**src/inc/arith_map.vh**
```
// Register map, field positions, operation codes and timing counts of the arithmetic datapath.
// Assumes inclusion by bare name from the design files.
`ifndef ARITH_MAP_VH
`define ARITH_MAP_VH
// ----------------------------------------------------------------
// Register bus map
// ----------------------------------------------------------------
`define ADDR_CPU_CONTROL  4'h0
`define ADDR_ARITH_STATUS 4'h4
`define ADDR_OP_A         4'h8
`define ADDR_OP_B         4'hc
`define AXI_RESP_OKAY     2'h0
`define AXI_RESP_SLVERR   2'h2
// ----------------------------------------------------------------
// Field positions
// ----------------------------------------------------------------
`define CTL_PRIO_HIGH_BIT 3
`define CTL_PWIN_BIT      2
`define CTL_RESET         16'h0000
`define SR_RESET          16'h0000
`define SR_C_BIT          0
`define SR_Z_BIT          1
`define SR_OV_BIT         2
`define SR_N_BIT          3
`define SR_DC_BIT         8
`define SR_IPL_LSB        5
`define SR_IPL_MSB        7
`define SR_WMASK          16'h01ef
`define PRIO_USER_MAX     4'h7
// ----------------------------------------------------------------
// Operation codes
// ----------------------------------------------------------------
`define OP_ADD  4'h0
`define OP_SUB  4'h1
`define OP_AND  4'h2
`define OP_IOR  4'h3
`define OP_XOR  4'h4
`define OP_ASR  4'h5
`define OP_SL   4'h6
`define OP_LSR  4'h7
`define OP_MUL  4'h8
`define OP_DIV  4'h9
`define MUL_SS  3'h0
`define MUL_UU  3'h1
`define MUL_SU  3'h2
`define MUL_US  3'h3
`define MUL_SL5 3'h4
`define MUL_UL5 3'h5
`define MUL_B8  3'h6
// ----------------------------------------------------------------
// Timing
// ----------------------------------------------------------------
`define DIV_CYCLES 5'd19
`define DIV_BITS   5'd16
`define W_ZERO     4'h0
`define W_ONE      4'h1
`endif

```
**src/rtl/mult17.v**
```verilog
// Signed 17x17 multiplier array shared by every multiply mode.
// Assumes the caller sign- or zero-extends each operand to 17 bits.
`default_nettype none
module mult17 (
    // Operands
    input  wire signed [16:0] a,
    input  wire signed [16:0] b,
    // Product
    output wire        [33:0] p
);
    wire signed [33:0] prod;
    assign prod = a * b;
    assign p    = prod;
endmodule // mult17
`default_nettype wire

```
**src/rtl/arith_datapath.v**
```verilog
// Arithmetic datapath: adder and logic unit with flags, multiplier, iterative divider,
// barrel shifter and the cpu control register, reached over AXI4-Lite.
// Assumes a decoder that presents one operation with a start pulse and waits for done.
//
// Decided for this implementation: the register offsets and register access over AXI4-Lite.
`include "arith_map.vh"
`default_nettype none
module arith_datapath (
    // Clock and reset
    input  wire        aclk,
    input  wire        aresetn,
    // AXI4-Lite write address
    input  wire        s_axi_awvalid,
    output wire        s_axi_awready,
    input  wire [3:0]  s_axi_awaddr,
    // AXI4-Lite write data
    input  wire        s_axi_wvalid,
    output wire        s_axi_wready,
    input  wire [31:0] s_axi_wdata,
    input  wire [3:0]  s_axi_wstrb,
    // AXI4-Lite write response
    output reg         s_axi_bvalid,
    input  wire        s_axi_bready,
    output reg  [1:0]  s_axi_bresp,
    // AXI4-Lite read
    input  wire        s_axi_arvalid,
    output wire        s_axi_arready,
    input  wire [3:0]  s_axi_araddr,
    output reg         s_axi_rvalid,
    input  wire        s_axi_rready,
    output reg  [31:0] s_axi_rdata,
    output reg  [1:0]  s_axi_rresp,
    // Operation request from the decoder
    input  wire        op_start,
    input  wire [3:0]  op_code,
    input  wire        op_byte,
    input  wire        op_signed,
    input  wire        op_long,
    input  wire [2:0]  mul_mode,
    input  wire [3:0]  shift_amount,
    input  wire        src_is_mem,
    input  wire        dst_is_mem,
    input  wire [3:0]  src_reg,
    input  wire [3:0]  div_reg,
    input  wire [15:0] mem_rdata,
    input  wire [15:0] wreg_rdata_a,
    input  wire [15:0] wreg_rdata_b,
    input  wire [15:0] wreg_rdata_hi,
    // Interrupt side
    input  wire        interrupt_pending,
    input  wire [3:0]  interrupt_priority,
    input  wire        interrupt_break,
    // Results
    output reg         op_done,
    output reg         op_illegal,
    output reg  [15:0] result,
    output reg  [15:0] result_hi,
    output reg         wreg_we,
    output reg  [3:0]  wreg_waddr,
    output reg         wreg_we2,
    output reg  [3:0]  wreg_waddr2,
    output reg         mem_we,
    output wire        div_busy,
    // Control outputs
    output wire        program_window_enable,
    output wire [3:0]  processor_priority_level,
    output wire        interrupt_take
);
    // ----------------------------------------------------------------
    // Registers and state
    // ----------------------------------------------------------------
    localparam ST_IDLE = 2'b01;
    localparam ST_DIV  = 2'b10;
    reg  [15:0] cpu_control_q;
    reg  [15:0] arith_status_reg_q;
    reg  [15:0] op_a_q;
    reg  [15:0] op_b_q;
    reg  [1:0]  state_q;
    reg  [4:0]  div_cnt_q;
    reg  [31:0] div_rem_q;
    reg  [15:0] div_quot_q;
    reg  [15:0] div_dvs_q;
    reg         div_negq_q;
    reg         div_negr_q;
    reg         aw_seen_q;
    reg         w_seen_q;
    reg  [3:0]  aw_addr_q;
    reg  [31:0] w_data_q;
    reg  [3:0]  w_strb_q;
    wire        bus_wr;
    wire        priority_high_bit;
    assign priority_high_bit        = cpu_control_q[`CTL_PRIO_HIGH_BIT];
    assign program_window_enable    = cpu_control_q[`CTL_PWIN_BIT];
    assign processor_priority_level = {priority_high_bit,
        arith_status_reg_q[`SR_IPL_MSB:`SR_IPL_LSB]};
    assign interrupt_take = interrupt_pending && !priority_high_bit
        && (interrupt_priority > processor_priority_level)
        && (interrupt_priority <= `PRIO_USER_MAX);
    assign div_busy = (state_q == ST_DIV);
    // ----------------------------------------------------------------
    // Operand selection
    // ----------------------------------------------------------------
    wire [15:0] opnd_a;
    wire [15:0] opnd_b;
    assign opnd_a = src_is_mem ? mem_rdata : wreg_rdata_a;
    assign opnd_b = wreg_rdata_b;
    // ----------------------------------------------------------------
    // Adder and logic unit
    // ----------------------------------------------------------------
    reg  [15:0] alu_res;
    reg         alu_c;
    reg         alu_dc;
    reg         alu_ov;
    reg         flags_upd;
    reg  [16:0] sum;
    reg  [8:0]  low9;
    reg  [4:0]  low5;
    reg  [15:0] bsub;
    reg         cin;
    always @* begin
        bsub = (op_code == `OP_SUB) ? ~opnd_b : opnd_b;
        cin  = (op_code == `OP_SUB);
        sum  = {1'b0, opnd_a} + {1'b0, bsub} + {16'h0000, cin};
        low9 = {1'b0, opnd_a[7:0]} + {1'b0, bsub[7:0]} + {8'h00, cin};
        low5 = {1'b0, opnd_a[3:0]} + {1'b0, bsub[3:0]} + {4'h0, cin};
        alu_res   = 16'h0000;
        alu_c     = 1'b0;
        alu_dc    = 1'b0;
        alu_ov    = 1'b0;
        flags_upd = 1'b1;
        case (op_code)
            `OP_ADD, `OP_SUB: begin
                alu_res = sum[15:0];
                // The inverted-operand adder gives carry = no borrow directly.
                alu_c   = op_byte ? low9[8] : sum[16];
                alu_dc  = op_byte ? low5[4] : low9[8];
                alu_ov  = op_byte ?
                    (opnd_a[7] == bsub[7]) && (sum[7] != opnd_a[7]) :
                    (opnd_a[15] == bsub[15]) && (sum[15] != opnd_a[15]);
            end
            `OP_AND: alu_res = opnd_a & opnd_b;
            `OP_IOR: alu_res = opnd_a | opnd_b;
            `OP_XOR: alu_res = opnd_a ^ opnd_b;
            default: flags_upd = 1'b0;
        endcase
    end
    // ----------------------------------------------------------------
    // Barrel shifter
    // ----------------------------------------------------------------
    reg  [15:0] sh_res;
    reg         sh_c;
    wire [31:0] sh_ext;
    assign sh_ext = {{16{wreg_rdata_a[15]}}, wreg_rdata_a};
    always @* begin
        sh_res = 16'h0000;
        sh_c   = 1'b0;
        case (op_code)
            `OP_ASR: begin
                sh_res = sh_ext[shift_amount +: 16];
                sh_c   = (shift_amount == 4'h0) ? 1'b0 : wreg_rdata_a[shift_amount - 4'h1];
            end
            `OP_SL: begin
                sh_res = wreg_rdata_a << shift_amount;
                sh_c   = (shift_amount == 4'h0) ? 1'b0 :
                    wreg_rdata_a[4'hf - shift_amount + 4'h1];
            end
            `OP_LSR: begin
                sh_res = wreg_rdata_a >> shift_amount;
                sh_c   = (shift_amount == 4'h0) ? 1'b0 : wreg_rdata_a[shift_amount - 4'h1];
            end
            default: sh_res = 16'h0000;
        endcase
    end
    wire is_shift;
    assign is_shift = (op_code == `OP_ASR) || (op_code == `OP_SL) || (op_code == `OP_LSR);
    // ----------------------------------------------------------------
    // Multiplier operand shaping
    // ----------------------------------------------------------------
    reg  [16:0] mul_a;
    reg  [16:0] mul_b;
    wire [33:0] mul_p;
    always @* begin
        mul_a = {1'b0, opnd_a};
        mul_b = {1'b0, opnd_b};
        case (mul_mode)
            `MUL_SS:  begin
                mul_a = {opnd_a[15], opnd_a};
                mul_b = {opnd_b[15], opnd_b};
            end
            `MUL_SU:  mul_a = {opnd_a[15], opnd_a};
            `MUL_US:  mul_b = {opnd_b[15], opnd_b};
            `MUL_SL5: begin
                mul_a = {opnd_a[15], opnd_a};
                mul_b = {12'h000, shift_amount[3:0], op_long};
            end
            `MUL_UL5: mul_b = {12'h000, shift_amount[3:0], op_long};
            `MUL_B8:  begin
                mul_a = {9'h000, opnd_a[7:0]};
                mul_b = {9'h000, opnd_b[7:0]};
            end
            default:  mul_b = {1'b0, opnd_b};
        endcase
    end
    mult17 u_mult (
        .a (mul_a),
        .b (mul_b),
        .p (mul_p)
    );
    // ----------------------------------------------------------------
    // Divider step, restoring form on magnitudes
    // ----------------------------------------------------------------
    wire [31:0] dvd_raw;
    wire        dvd_neg;
    wire        dvs_neg;
    wire [31:0] dvd_mag;
    wire [15:0] dvs_mag;
    wire [16:0] trial;
    assign dvd_raw = op_long ? {wreg_rdata_hi, wreg_rdata_a} :
        (op_signed ? {{16{wreg_rdata_a[15]}}, wreg_rdata_a} : {16'h0000, wreg_rdata_a});
    assign dvd_neg = op_signed && dvd_raw[31];
    assign dvs_neg = op_signed && wreg_rdata_b[15];
    assign dvd_mag = dvd_neg ? (~dvd_raw + 32'h00000001) : dvd_raw;
    assign dvs_mag = dvs_neg ? (~wreg_rdata_b + 16'h0001) : wreg_rdata_b;
    assign trial   = div_rem_q[31:15] - {1'b0, div_dvs_q};
    // ----------------------------------------------------------------
    // Operation sequencing
    // ----------------------------------------------------------------
    wire [15:0] res_w;
    assign res_w = is_shift ? sh_res : alu_res;
    always @(posedge aclk) begin
        if (!aresetn) begin
            state_q            <= ST_IDLE;
            div_cnt_q          <= 5'd0;
            div_rem_q          <= 32'h00000000;
            div_quot_q         <= 16'h0000;
            div_dvs_q          <= 16'h0000;
            div_negq_q         <= 1'b0;
            div_negr_q         <= 1'b0;
            op_done            <= 1'b0;
            op_illegal         <= 1'b0;
            result             <= 16'h0000;
            result_hi          <= 16'h0000;
            wreg_we            <= 1'b0;
            wreg_waddr         <= 4'h0;
            wreg_we2           <= 1'b0;
            wreg_waddr2        <= 4'h0;
            mem_we             <= 1'b0;
            arith_status_reg_q <= `SR_RESET;
        end else begin
            op_done    <= 1'b0;
            op_illegal <= 1'b0;
            wreg_we    <= 1'b0;
            wreg_we2   <= 1'b0;
            mem_we     <= 1'b0;
            if (bus_wr && aw_addr_q == `ADDR_ARITH_STATUS && w_strb_q[0]) begin
                arith_status_reg_q <= w_data_q[15:0] & `SR_WMASK;
            end
            case (state_q)
                ST_IDLE: begin
                    if (op_start && op_code == `OP_DIV) begin
                        state_q    <= ST_DIV;
                        div_cnt_q  <= `DIV_CYCLES;
                        div_rem_q  <= dvd_mag;
                        div_quot_q <= 16'h0000;
                        div_dvs_q  <= dvs_mag;
                        div_negq_q <= dvd_neg ^ dvs_neg;
                        div_negr_q <= dvd_neg;
                    end else if (op_start && is_shift && (src_is_mem || dst_is_mem)) begin
                        op_done    <= 1'b1;
                        op_illegal <= 1'b1;
                    end else if (op_start) begin
                        op_done    <= 1'b1;
                        wreg_waddr <= src_reg;
                        wreg_we    <= !dst_is_mem;
                        mem_we     <= dst_is_mem;
                        if (op_code == `OP_MUL) begin
                            result    <= mul_p[15:0];
                            result_hi <= mul_p[31:16];
                        end else if (op_byte) begin
                            result    <= {opnd_a[15:8], res_w[7:0]};
                            result_hi <= 16'h0000;
                        end else begin
                            result    <= res_w;
                            result_hi <= 16'h0000;
                        end
                        if (flags_upd || is_shift) begin
                            arith_status_reg_q[`SR_C_BIT] <= is_shift ? sh_c : alu_c;
                            arith_status_reg_q[`SR_Z_BIT] <= op_byte ?
                                (res_w[7:0] == 8'h00) : (res_w == 16'h0000);
                            arith_status_reg_q[`SR_N_BIT] <= op_byte ? res_w[7] : res_w[15];
                            arith_status_reg_q[`SR_OV_BIT] <= is_shift ? 1'b0 : alu_ov;
                            if (!is_shift) begin
                                arith_status_reg_q[`SR_DC_BIT] <= alu_dc;
                            end
                        end
                    end
                end
                ST_DIV: begin
                    // Abort leaves work registers untouched so the decoder can retry.
                    if (interrupt_break) begin
                        state_q <= ST_IDLE;
                    end else begin
                        div_cnt_q <= div_cnt_q - 5'd1;
                        if (div_cnt_q <= `DIV_CYCLES && div_cnt_q > `DIV_CYCLES - `DIV_BITS) begin
                            if (!trial[16]) begin
                                div_rem_q  <= {trial[15:0], div_rem_q[14:0], 1'b0};
                                div_quot_q <= {div_quot_q[14:0], 1'b1};
                            end else begin
                                div_rem_q  <= {div_rem_q[30:0], 1'b0};
                                div_quot_q <= {div_quot_q[14:0], 1'b0};
                            end
                        end
                        if (div_cnt_q == 5'd2) begin
                            state_q     <= ST_IDLE;
                            op_done     <= 1'b1;
                            result      <= div_negq_q ? (~div_quot_q + 16'h0001) : div_quot_q;
                            result_hi   <= div_negr_q ? (~div_rem_q[31:16] + 16'h0001)
                                                      : div_rem_q[31:16];
                            wreg_we     <= 1'b1;
                            wreg_waddr  <= `W_ZERO;
                            wreg_we2    <= 1'b1;
                            wreg_waddr2 <= `W_ONE;
                            arith_status_reg_q[`SR_Z_BIT] <= (div_quot_q == 16'h0000);
                        end
                    end
                end
                default: state_q <= ST_IDLE;
            endcase
        end
    end
    // ----------------------------------------------------------------
    // AXI4-Lite slave
    // ----------------------------------------------------------------
    assign s_axi_awready = !aw_seen_q && !s_axi_bvalid;
    assign s_axi_wready  = !w_seen_q && !s_axi_bvalid;
    assign s_axi_arready = !s_axi_rvalid;
    assign bus_wr        = aw_seen_q && w_seen_q;
    always @(posedge aclk) begin
        if (!aresetn) begin
            aw_seen_q     <= 1'b0;
            w_seen_q      <= 1'b0;
            aw_addr_q     <= 4'h0;
            w_data_q      <= 32'h00000000;
            w_strb_q      <= 4'h0;
            s_axi_bvalid  <= 1'b0;
            s_axi_bresp   <= `AXI_RESP_OKAY;
            s_axi_rvalid  <= 1'b0;
            s_axi_rdata   <= 32'h00000000;
            s_axi_rresp   <= `AXI_RESP_OKAY;
            cpu_control_q <= `CTL_RESET;
            op_a_q        <= 16'h0000;
            op_b_q        <= 16'h0000;
        end else begin
            if (s_axi_awvalid && s_axi_awready) begin
                aw_seen_q <= 1'b1;
                aw_addr_q <= s_axi_awaddr;
            end
            if (s_axi_wvalid && s_axi_wready) begin
                w_seen_q <= 1'b1;
                w_data_q <= s_axi_wdata;
                w_strb_q <= s_axi_wstrb;
            end
            if (bus_wr) begin
                aw_seen_q    <= 1'b0;
                w_seen_q     <= 1'b0;
                s_axi_bvalid <= 1'b1;
                s_axi_bresp  <= `AXI_RESP_OKAY;
                case (aw_addr_q)
                    `ADDR_CPU_CONTROL: if (w_strb_q[0]) begin
                        // Priority high bit can be cleared only, never set.
                        cpu_control_q[`CTL_PRIO_HIGH_BIT] <= priority_high_bit
                            & w_data_q[`CTL_PRIO_HIGH_BIT];
                        cpu_control_q[`CTL_PWIN_BIT] <= w_data_q[`CTL_PWIN_BIT];
                    end
                    `ADDR_ARITH_STATUS: s_axi_bresp <= `AXI_RESP_OKAY;
                    `ADDR_OP_A: op_a_q <= w_data_q[15:0];
                    `ADDR_OP_B: op_b_q <= w_data_q[15:0];
                    default: s_axi_bresp <= `AXI_RESP_SLVERR;
                endcase
            end else if (s_axi_bvalid && s_axi_bready) begin
                s_axi_bvalid <= 1'b0;
            end
            if (s_axi_arvalid && s_axi_arready) begin
                s_axi_rvalid <= 1'b1;
                s_axi_rresp  <= `AXI_RESP_OKAY;
                case (s_axi_araddr)
                    `ADDR_CPU_CONTROL:  s_axi_rdata <= {16'h0000, cpu_control_q};
                    `ADDR_ARITH_STATUS: s_axi_rdata <= {16'h0000, arith_status_reg_q};
                    `ADDR_OP_A:         s_axi_rdata <= {16'h0000, op_a_q};
                    `ADDR_OP_B:         s_axi_rdata <= {16'h0000, op_b_q};
                    default: begin
                        s_axi_rdata <= 32'h00000000;
                        s_axi_rresp <= `AXI_RESP_SLVERR;
                    end
                endcase
            end else if (s_axi_rvalid && s_axi_rready) begin
                s_axi_rvalid <= 1'b0;
            end
        end
    end
endmodule // arith_datapath
`default_nettype wire

```
**config.mk**
```make
export PLATFORM = sky130hd
export DESIGN_NAME = arith_datapath
export DESIGN_NICKNAME = d
export VERILOG_FILES = /design/src/rtl/mult17.v /design/src/rtl/arith_datapath.v
export VERILOG_INCLUDE_DIRS = /design/src /design/src/inc
export SDC_FILE = /design/constraint.sdc
export NUM_CORES = 2
export LEC_CHECK = 0
export BUFFER_PORTS_ARGS = -buffer_cell sky130_fd_sc_hd__buf_2
export CAP_MARGIN = 20
export CORE_MARGIN = 4
export CORE_UTILIZATION = 67
export CTS_CLUSTER_DIAMETER = 30
export DETAILED_ROUTE_END_ITERATION = 6
export PLACE_DENSITY = 0.88
export SYNTH_ARGS = -nofsm -noshare
export SYNTH_HDL_FRONTEND = slang
export SYNTH_SLANG_ARGS = --single-unit
```
**constraint.sdc**
```tcl
create_clock -name aclk -period 13.5 [get_ports aclk]
set_input_delay 0.675 -clock aclk [delete_from_list [all_inputs] [get_ports aclk]]
set_output_delay 0.675 -clock aclk [all_outputs]
set_load 0.01 [all_outputs]
```
== Word-level counts from Yosys, hierarchy flattened ==
Cells that the tools add are included.
Word-level totals
  register bits: 218
  input bits: 146
  output and inout port bits: 93
  logic and storage cells: 270
Cells by class
  add/subtract/negate cells: 15
  $mul: 1
  $lt $le $gt $ge: 6
  eq/ne operators: 35
  shift-type cells: 3
  mux-type cells: 103
  bitwise gates (word level): 13
  reduce and logical (&&, ||, !) cells: 63
Operators by type and width (number)
  16-bit 2-to-1 mux: 22
  32-bit 2-to-1 mux: 7
  16-bit case mux with 4 select lines: 2
  16-bit case mux with 2 select lines: 3
  32-bit case mux with 2 select lines: 1
  17-bit case mux with 3 select lines: 1
  16-bit by 1-bit adder with 16-bit output, second input constant: 3
  16-bit NOT: 3
  16-bit case mux with 3 select lines: 1
  1-bit 2-to-1 mux: 38
  4-bit 2-to-1 mux: 9
  17-bit case mux with 2 select lines: 1
  32-bit by 1-bit adder with 32-bit output, second input constant: 1
  16-bit zero test: 2
  17-bit by 17-bit multiplier with 32-bit output: 1
  32-bit NOT: 1
  32-bit by 5-bit variable part select with 16-bit output: 1
  4-bit by 3-bit == test with 1-bit output, second input constant: 6
  4-bit == test, second input constant: 6
  1-bit logical AND: 21
  16-bit by 16-bit adder with 17-bit output: 1
  17-bit by 1-bit adder with 17-bit output: 1
  17-bit by 16-bit subtractor with 17-bit output: 1
  16-bit bitwise AND: 1
  other kinds (54): 105

== Longest topological paths before layout ==
  depth after elaboration: 14
  mapped depth: 30

== Cells and area by module ==
Synthesis repeated with hierarchy kept, for this count alone.
Second synthesis, totals
  cell total of the unflattened synthesis: 3308
  area total of the unflattened synthesis: 26850.8 µm²
Modules (own cells, without submodules)
  arith_datapath: instances 1, cells each 2123, area each 15914.0 µm², sequential area each 4003.8 µm²
  mult17: instances 1, cells each 1185, area each 10936.7 µm², sequential area each 0.0 µm²

== Least setup slack after synthesis ==
No wires, ideal clock.
  path kind: input to register
  start: input port src_is_mem
  end: register result_hi[14]
  library setup time: 78 ps
  arrival: 7467 ps
  data required time: 13422 ps
  setup slack: 5955 ps
  stages: 28
  buffers on the path: 3
  cell sequence: buf_2 buf_1 mux2_2 inv_1 clkbuf_1 nor2_1 fa_1 inv_1 fa_1 inv_1 fa_1 inv_1 fa_1 inv_1 fa_1 inv_1 fa_1 inv_1 ha_1 a211oi_1 o21bai_1 or3_1 o21ai_0 o21ai_1 a311oi_1 nand3b_1 mux2i_1 nor3_1
On the way
  cells in the longest elaborated chain, start to end: 8
Ends and longest elaborated chain
  start, declared: line arith_datapath.v:41  | input wire src_is_mem,
  16-bit 2-to-1 mux: line arith_datapath.v:105  | assign opnd_a = src_is_mem ? mem_rdata : wreg_rdata_a;
  17-bit case mux with 2 select lines: line arith_datapath.v:185  | case (mul_mode)
  17-bit by 17-bit multiplier with 32-bit output: line mult17.v:12  | assign prod = a * b;
  16-bit 2-to-1 mux: line arith_datapath.v:276  | if (op_code == `OP_MUL) begin
  16-bit 2-to-1 mux: line arith_datapath.v:271  | end else if (op_start) begin
  16-bit 2-to-1 mux: line arith_datapath.v:268  | end else if (op_start && is_shift && (src_is_mem || dst_is_mem)) begin
  16-bit 2-to-1 mux: line arith_datapath.v:260  | if (op_start && op_code == `OP_DIV) begin
  16-bit case mux with 2 select lines: line arith_datapath.v:258  | case (state_q)
  end signal, assigned: line arith_datapath.v:278  | result_hi <= mul_p[31:16];
  end signal, assigned: line arith_datapath.v:317  | result_hi <= div_negr_q ? (~div_rem_q[31:16] + 16'h0001)
  end, declared: line arith_datapath.v:57  | output reg [15:0] result_hi,
Several ways; a longest one is shown, not always the timed one. The select of a mux whose other input is x is not followed.
A chain may end at the register's enable or synchronous reset.

== Final worst setup path ==
  start: input port wreg_rdata_b[15]
  end: register result_hi[14]
On the way
  cells in the longest elaborated chain, start to end: 7
Ends and longest elaborated chain
  start, declared: line arith_datapath.v:47  | input wire [15:0] wreg_rdata_b,
  17-bit case mux with 3 select lines: line arith_datapath.v:185
  17-bit by 17-bit multiplier with 32-bit output: line mult17.v:12
  16-bit 2-to-1 mux: line arith_datapath.v:276
  16-bit 2-to-1 mux: line arith_datapath.v:271
  16-bit 2-to-1 mux: line arith_datapath.v:268
  16-bit 2-to-1 mux: line arith_datapath.v:260
  16-bit case mux with 2 select lines: line arith_datapath.v:258
Every way passes these cells. The select of a mux whose other input is x is not followed.

==> results.ini <==
[global_route]
grt_max_degree = 97
grt_use_total_pct = 42.32
grt_pass1_wl_um = 138300
grt_pass1_vias = 24590
antenna_found_initial = 3
grt_overflow = 0

[clocking]
cts_buffer_depth = 2
cts_tree = done
clock_latency_ns = 0.45
clock_sinks = 200
root_buffer = clkbuf_16
cts_resized = 0
htree_levels = 4
cts_buffers = 17
path_clk_slew_ns = 0.08
hold_buffers = 0
post_cts.repair.setup_buffers = 0

[worst_setup_path]
crit_top_cell = fa_1
required_ns = 13.88
rr_startpoint = div_rem_q[16]
slowest_delay_ns = 0.89
critPathTopFamily = adder cells
crit_buf_inv = 5
arrival_ns = 8.74
cp_slowest_cell = nor3b_1
end_kind = flop
crit_fanout = 12
startpoint = wreg_rdata_b[15]
path_cells = buf_2, inv_1, nor3b_1, inv_1, nor2_1, fa_1, fa_1, fa_1, fa_1, fa_1, inv_1, fa_1, inv_1, ha_1, a21o_1, or3_1, o21ai_0, o21ai_1, a311oi_1, nand3b_1, mux2i_1, nor3_1
worstSetupStartpointType = input pin
critical_path_class = input pin to flop

[yosys]
seq_area_frac_synth_pct = 15.50
yosysWarnings = 0
ys_async_sr_fraction_pct = 0
ys_ff_latch = 200
synth_area_um2 = 25840
synth_ff_type = dfxtp_1
syn_area_per_cell_um2 = 7.868
synth_cells = 3284
synth_edf_count = 0
synth_cell_types = 91

[power_and_ir_drop]
p_leak_nw = 12.72
vdd_ir_drop_max_mv = 0.2306
power_density_nw_per_um2 = 179.1

[final_layout]
layout-drive-gt1-share_pct = 10.19
nets = 3943
final_cells = 3882
fillers = 2980
syn_to_final_growth_pct = 6.857

[sta]
finalCritPeriodShare_pct = 61.94
whs_ns = 0.4039
finalSetupTns_ns = 0
finalSetupViolCount = 0
hold_viol = 0
drv_slew = 0
worstMarginPinSlew_ns = 1.166
clock.fmax_mhz = 119.6
rsz0062_at_grt = false
clock_skew_ns = 0.009382
setup_ws_ns = 5.138
period_needed_ns = 8.362
max-slew-margin-rel_pct = 21.56

[place]
hpwl_um = 68740
post-place-ws_ns = 4.889
portBuffers = 194
finalWeightedCongestion = 1.061
dp.cells = 3842

[route]
viasPerCell = 6.422
wl_per_cell_um = 22.91
wl_um = 88960
vias = 24930
drtIter0Drc = 3163
ant_nets = 0
drt_first_pass_iters = 7
drcViolationCount = 15

[floorplanning]
die_x_um = 204.4
die_height_um = 204.4
die_area_um2 = 41770
start_util_pct = 68.28
core-area_um2 = 37840
ios = 239
fp-row-count = 71

[run_status]
outcome = complete, but fails checks
violations = design-rule violations

[hold_path]
hold_class = input pin to flop
hp-start = s_axi_rready

[run]
maxCapViolations = 0

==> layer usage <==
| metal | track usage (%) | wire length, um |
|---|---|---|
| met1 | 54.22 | 32640 |
| met2 | 65.50 | 38670 |
| met3 | 10.63 | 11080 |
| met4 | 24.31 | 6549 |
| met5 | 0 | 16 |
==> where the power goes <==
part | switching (mW) | internal (mW)
Clock | 0.242 | 0.288
Combinational | 2.21 | 1.56
Sequential | 0.0219 | 0.616
==> Yosys cell counts, types with 29 or more instances <==
cell / count / area (um2)
nor3_1: 61 / 305.3
clkbuf_1: 146 / 548.0
nor2_1: 383 / 1438
nand2_1: 442 / 1659
inv_1: 431 / 1618
xnor2_1: 102 / 893.4
o21ai_0: 120 / 600.6
mux2i_1: 75 / 750.7
nand3_1: 58 / 290.3
ha_1: 159 / 1989
a21oi_1: 239 / 1196
a211oi_1: 46 / 345.3
nand2b_1: 29 / 181.4
dfxtp_1: 200 / 4004
xor2_1: 35 / 306.5
mux2_2: 29 / 326.6
fa_1: 284 / 5685
==> area by class of cell <==
class                      instances  area (um2)  share of cell area, %
multi-input combinational       2468       19430                  70.38
sequential                       200        4004                  14.50
inverter                         437        1643                  5.950
timing repair buffer             230        1269                  4.595
tap                              511       639.4                  2.316
clock buffer                      19       452.9                  1.640
clock inverter                    13       160.2                 0.5801
antenna                            4       10.01                0.03625
==> path summary, 6_finish.rpt <==
path                         to  slack [ns]  cells past startpoint
setup / recovery  result_hi[14]        5.14                     22
hold / removal     s_axi_rvalid        0.40                      2
setup reg to reg  div_rem_q[26]        9.77                     13
hold reg to reg   wreg_waddr[3]        0.45                      2
==> placed cells by master, fill, tap and decap left out, types with 56 or more instances in the layout <==
cell,synthesis,routed
nand2_1,442,441
inv_1,431,431
nor2_1,383,383
fa_1,284,284
a21oi_1,239,239
dfxtp_1,200,200
buf_2,12,194
ha_1,159,158
o21ai_0,120,120
xnor2_1,102,102
mux2i_1,75,75
nand3_1,58,58
nor3_1,61,56
==> sequential cells by signal (all words and copies together), names as in the netlist, 2 cells and up <==
| signal | count |
|---|---|
| op_a_q | 16 |
| result | 16 |
| op_b_q | 16 |
| state_q | 2 |
| wreg_waddr | 4 |
| cpu_control_q | 2 |
| arith_status_reg_q | 8 |
| w_data_q | 16 |
| s_axi_rdata | 16 |
| div_dvs_q | 16 |
| div_rem_q | 32 |
| aw_addr_q | 4 |
| div_cnt_q | 5 |
| div_quot_q | 16 |
| result_hi | 16 |
==> per-stage QoR <==
step	util, %	power (mW)	cell area, um2
2_1_floorplan	-	3.456	25910
3_3_place_gp	71.14	4.225	26920
3_5_place_dp	71.18	4.330	26940
4_1_cts	72.80	4.880	27550
5_1_grt	72.94	5.422	27600
6_report	72.96	4.944	27610
==> logic make-up (layout without fill, tap and decap cells) <==
| family | Yosys count | in the layout | synth area share [%] |
|---|---|---|---|
| xor gates and xnor gates | 137 | 137 | 4.644 |
| buffers and inverters | 636 | 699 | 9.777 |
| muxes | 128 | 128 | 6.227 |
| DFF | 200 | 200 | 15.50 |
| AOI/OAI and AO/OA | 650 | 650 | 16.03 |
| adders and majority gates | 443 | 443 | 29.70 |
| and+or+nand+nor | 1089 | 1089 | 18.11 |
| other | 1 | 25 | 0.01451 |
==> worst reg2reg max path, cell delays in order, from the launching register on <==
cell and delay [ns]:
dfxtp_1 0.37, inv_1 0.21, fa_1 0.31, nor2b_4 0.06, o31ai_2 0.26, a21oi_1 0.17
a311oi_2 0.43, a211oi_1 0.20, or4_4 0.55, o2111ai_2 0.24, buf_8 0.25, mux2i_1 0.24
a211oi_1 0.11, a31o_1 0.24
(Power assumes the default switching activity.)
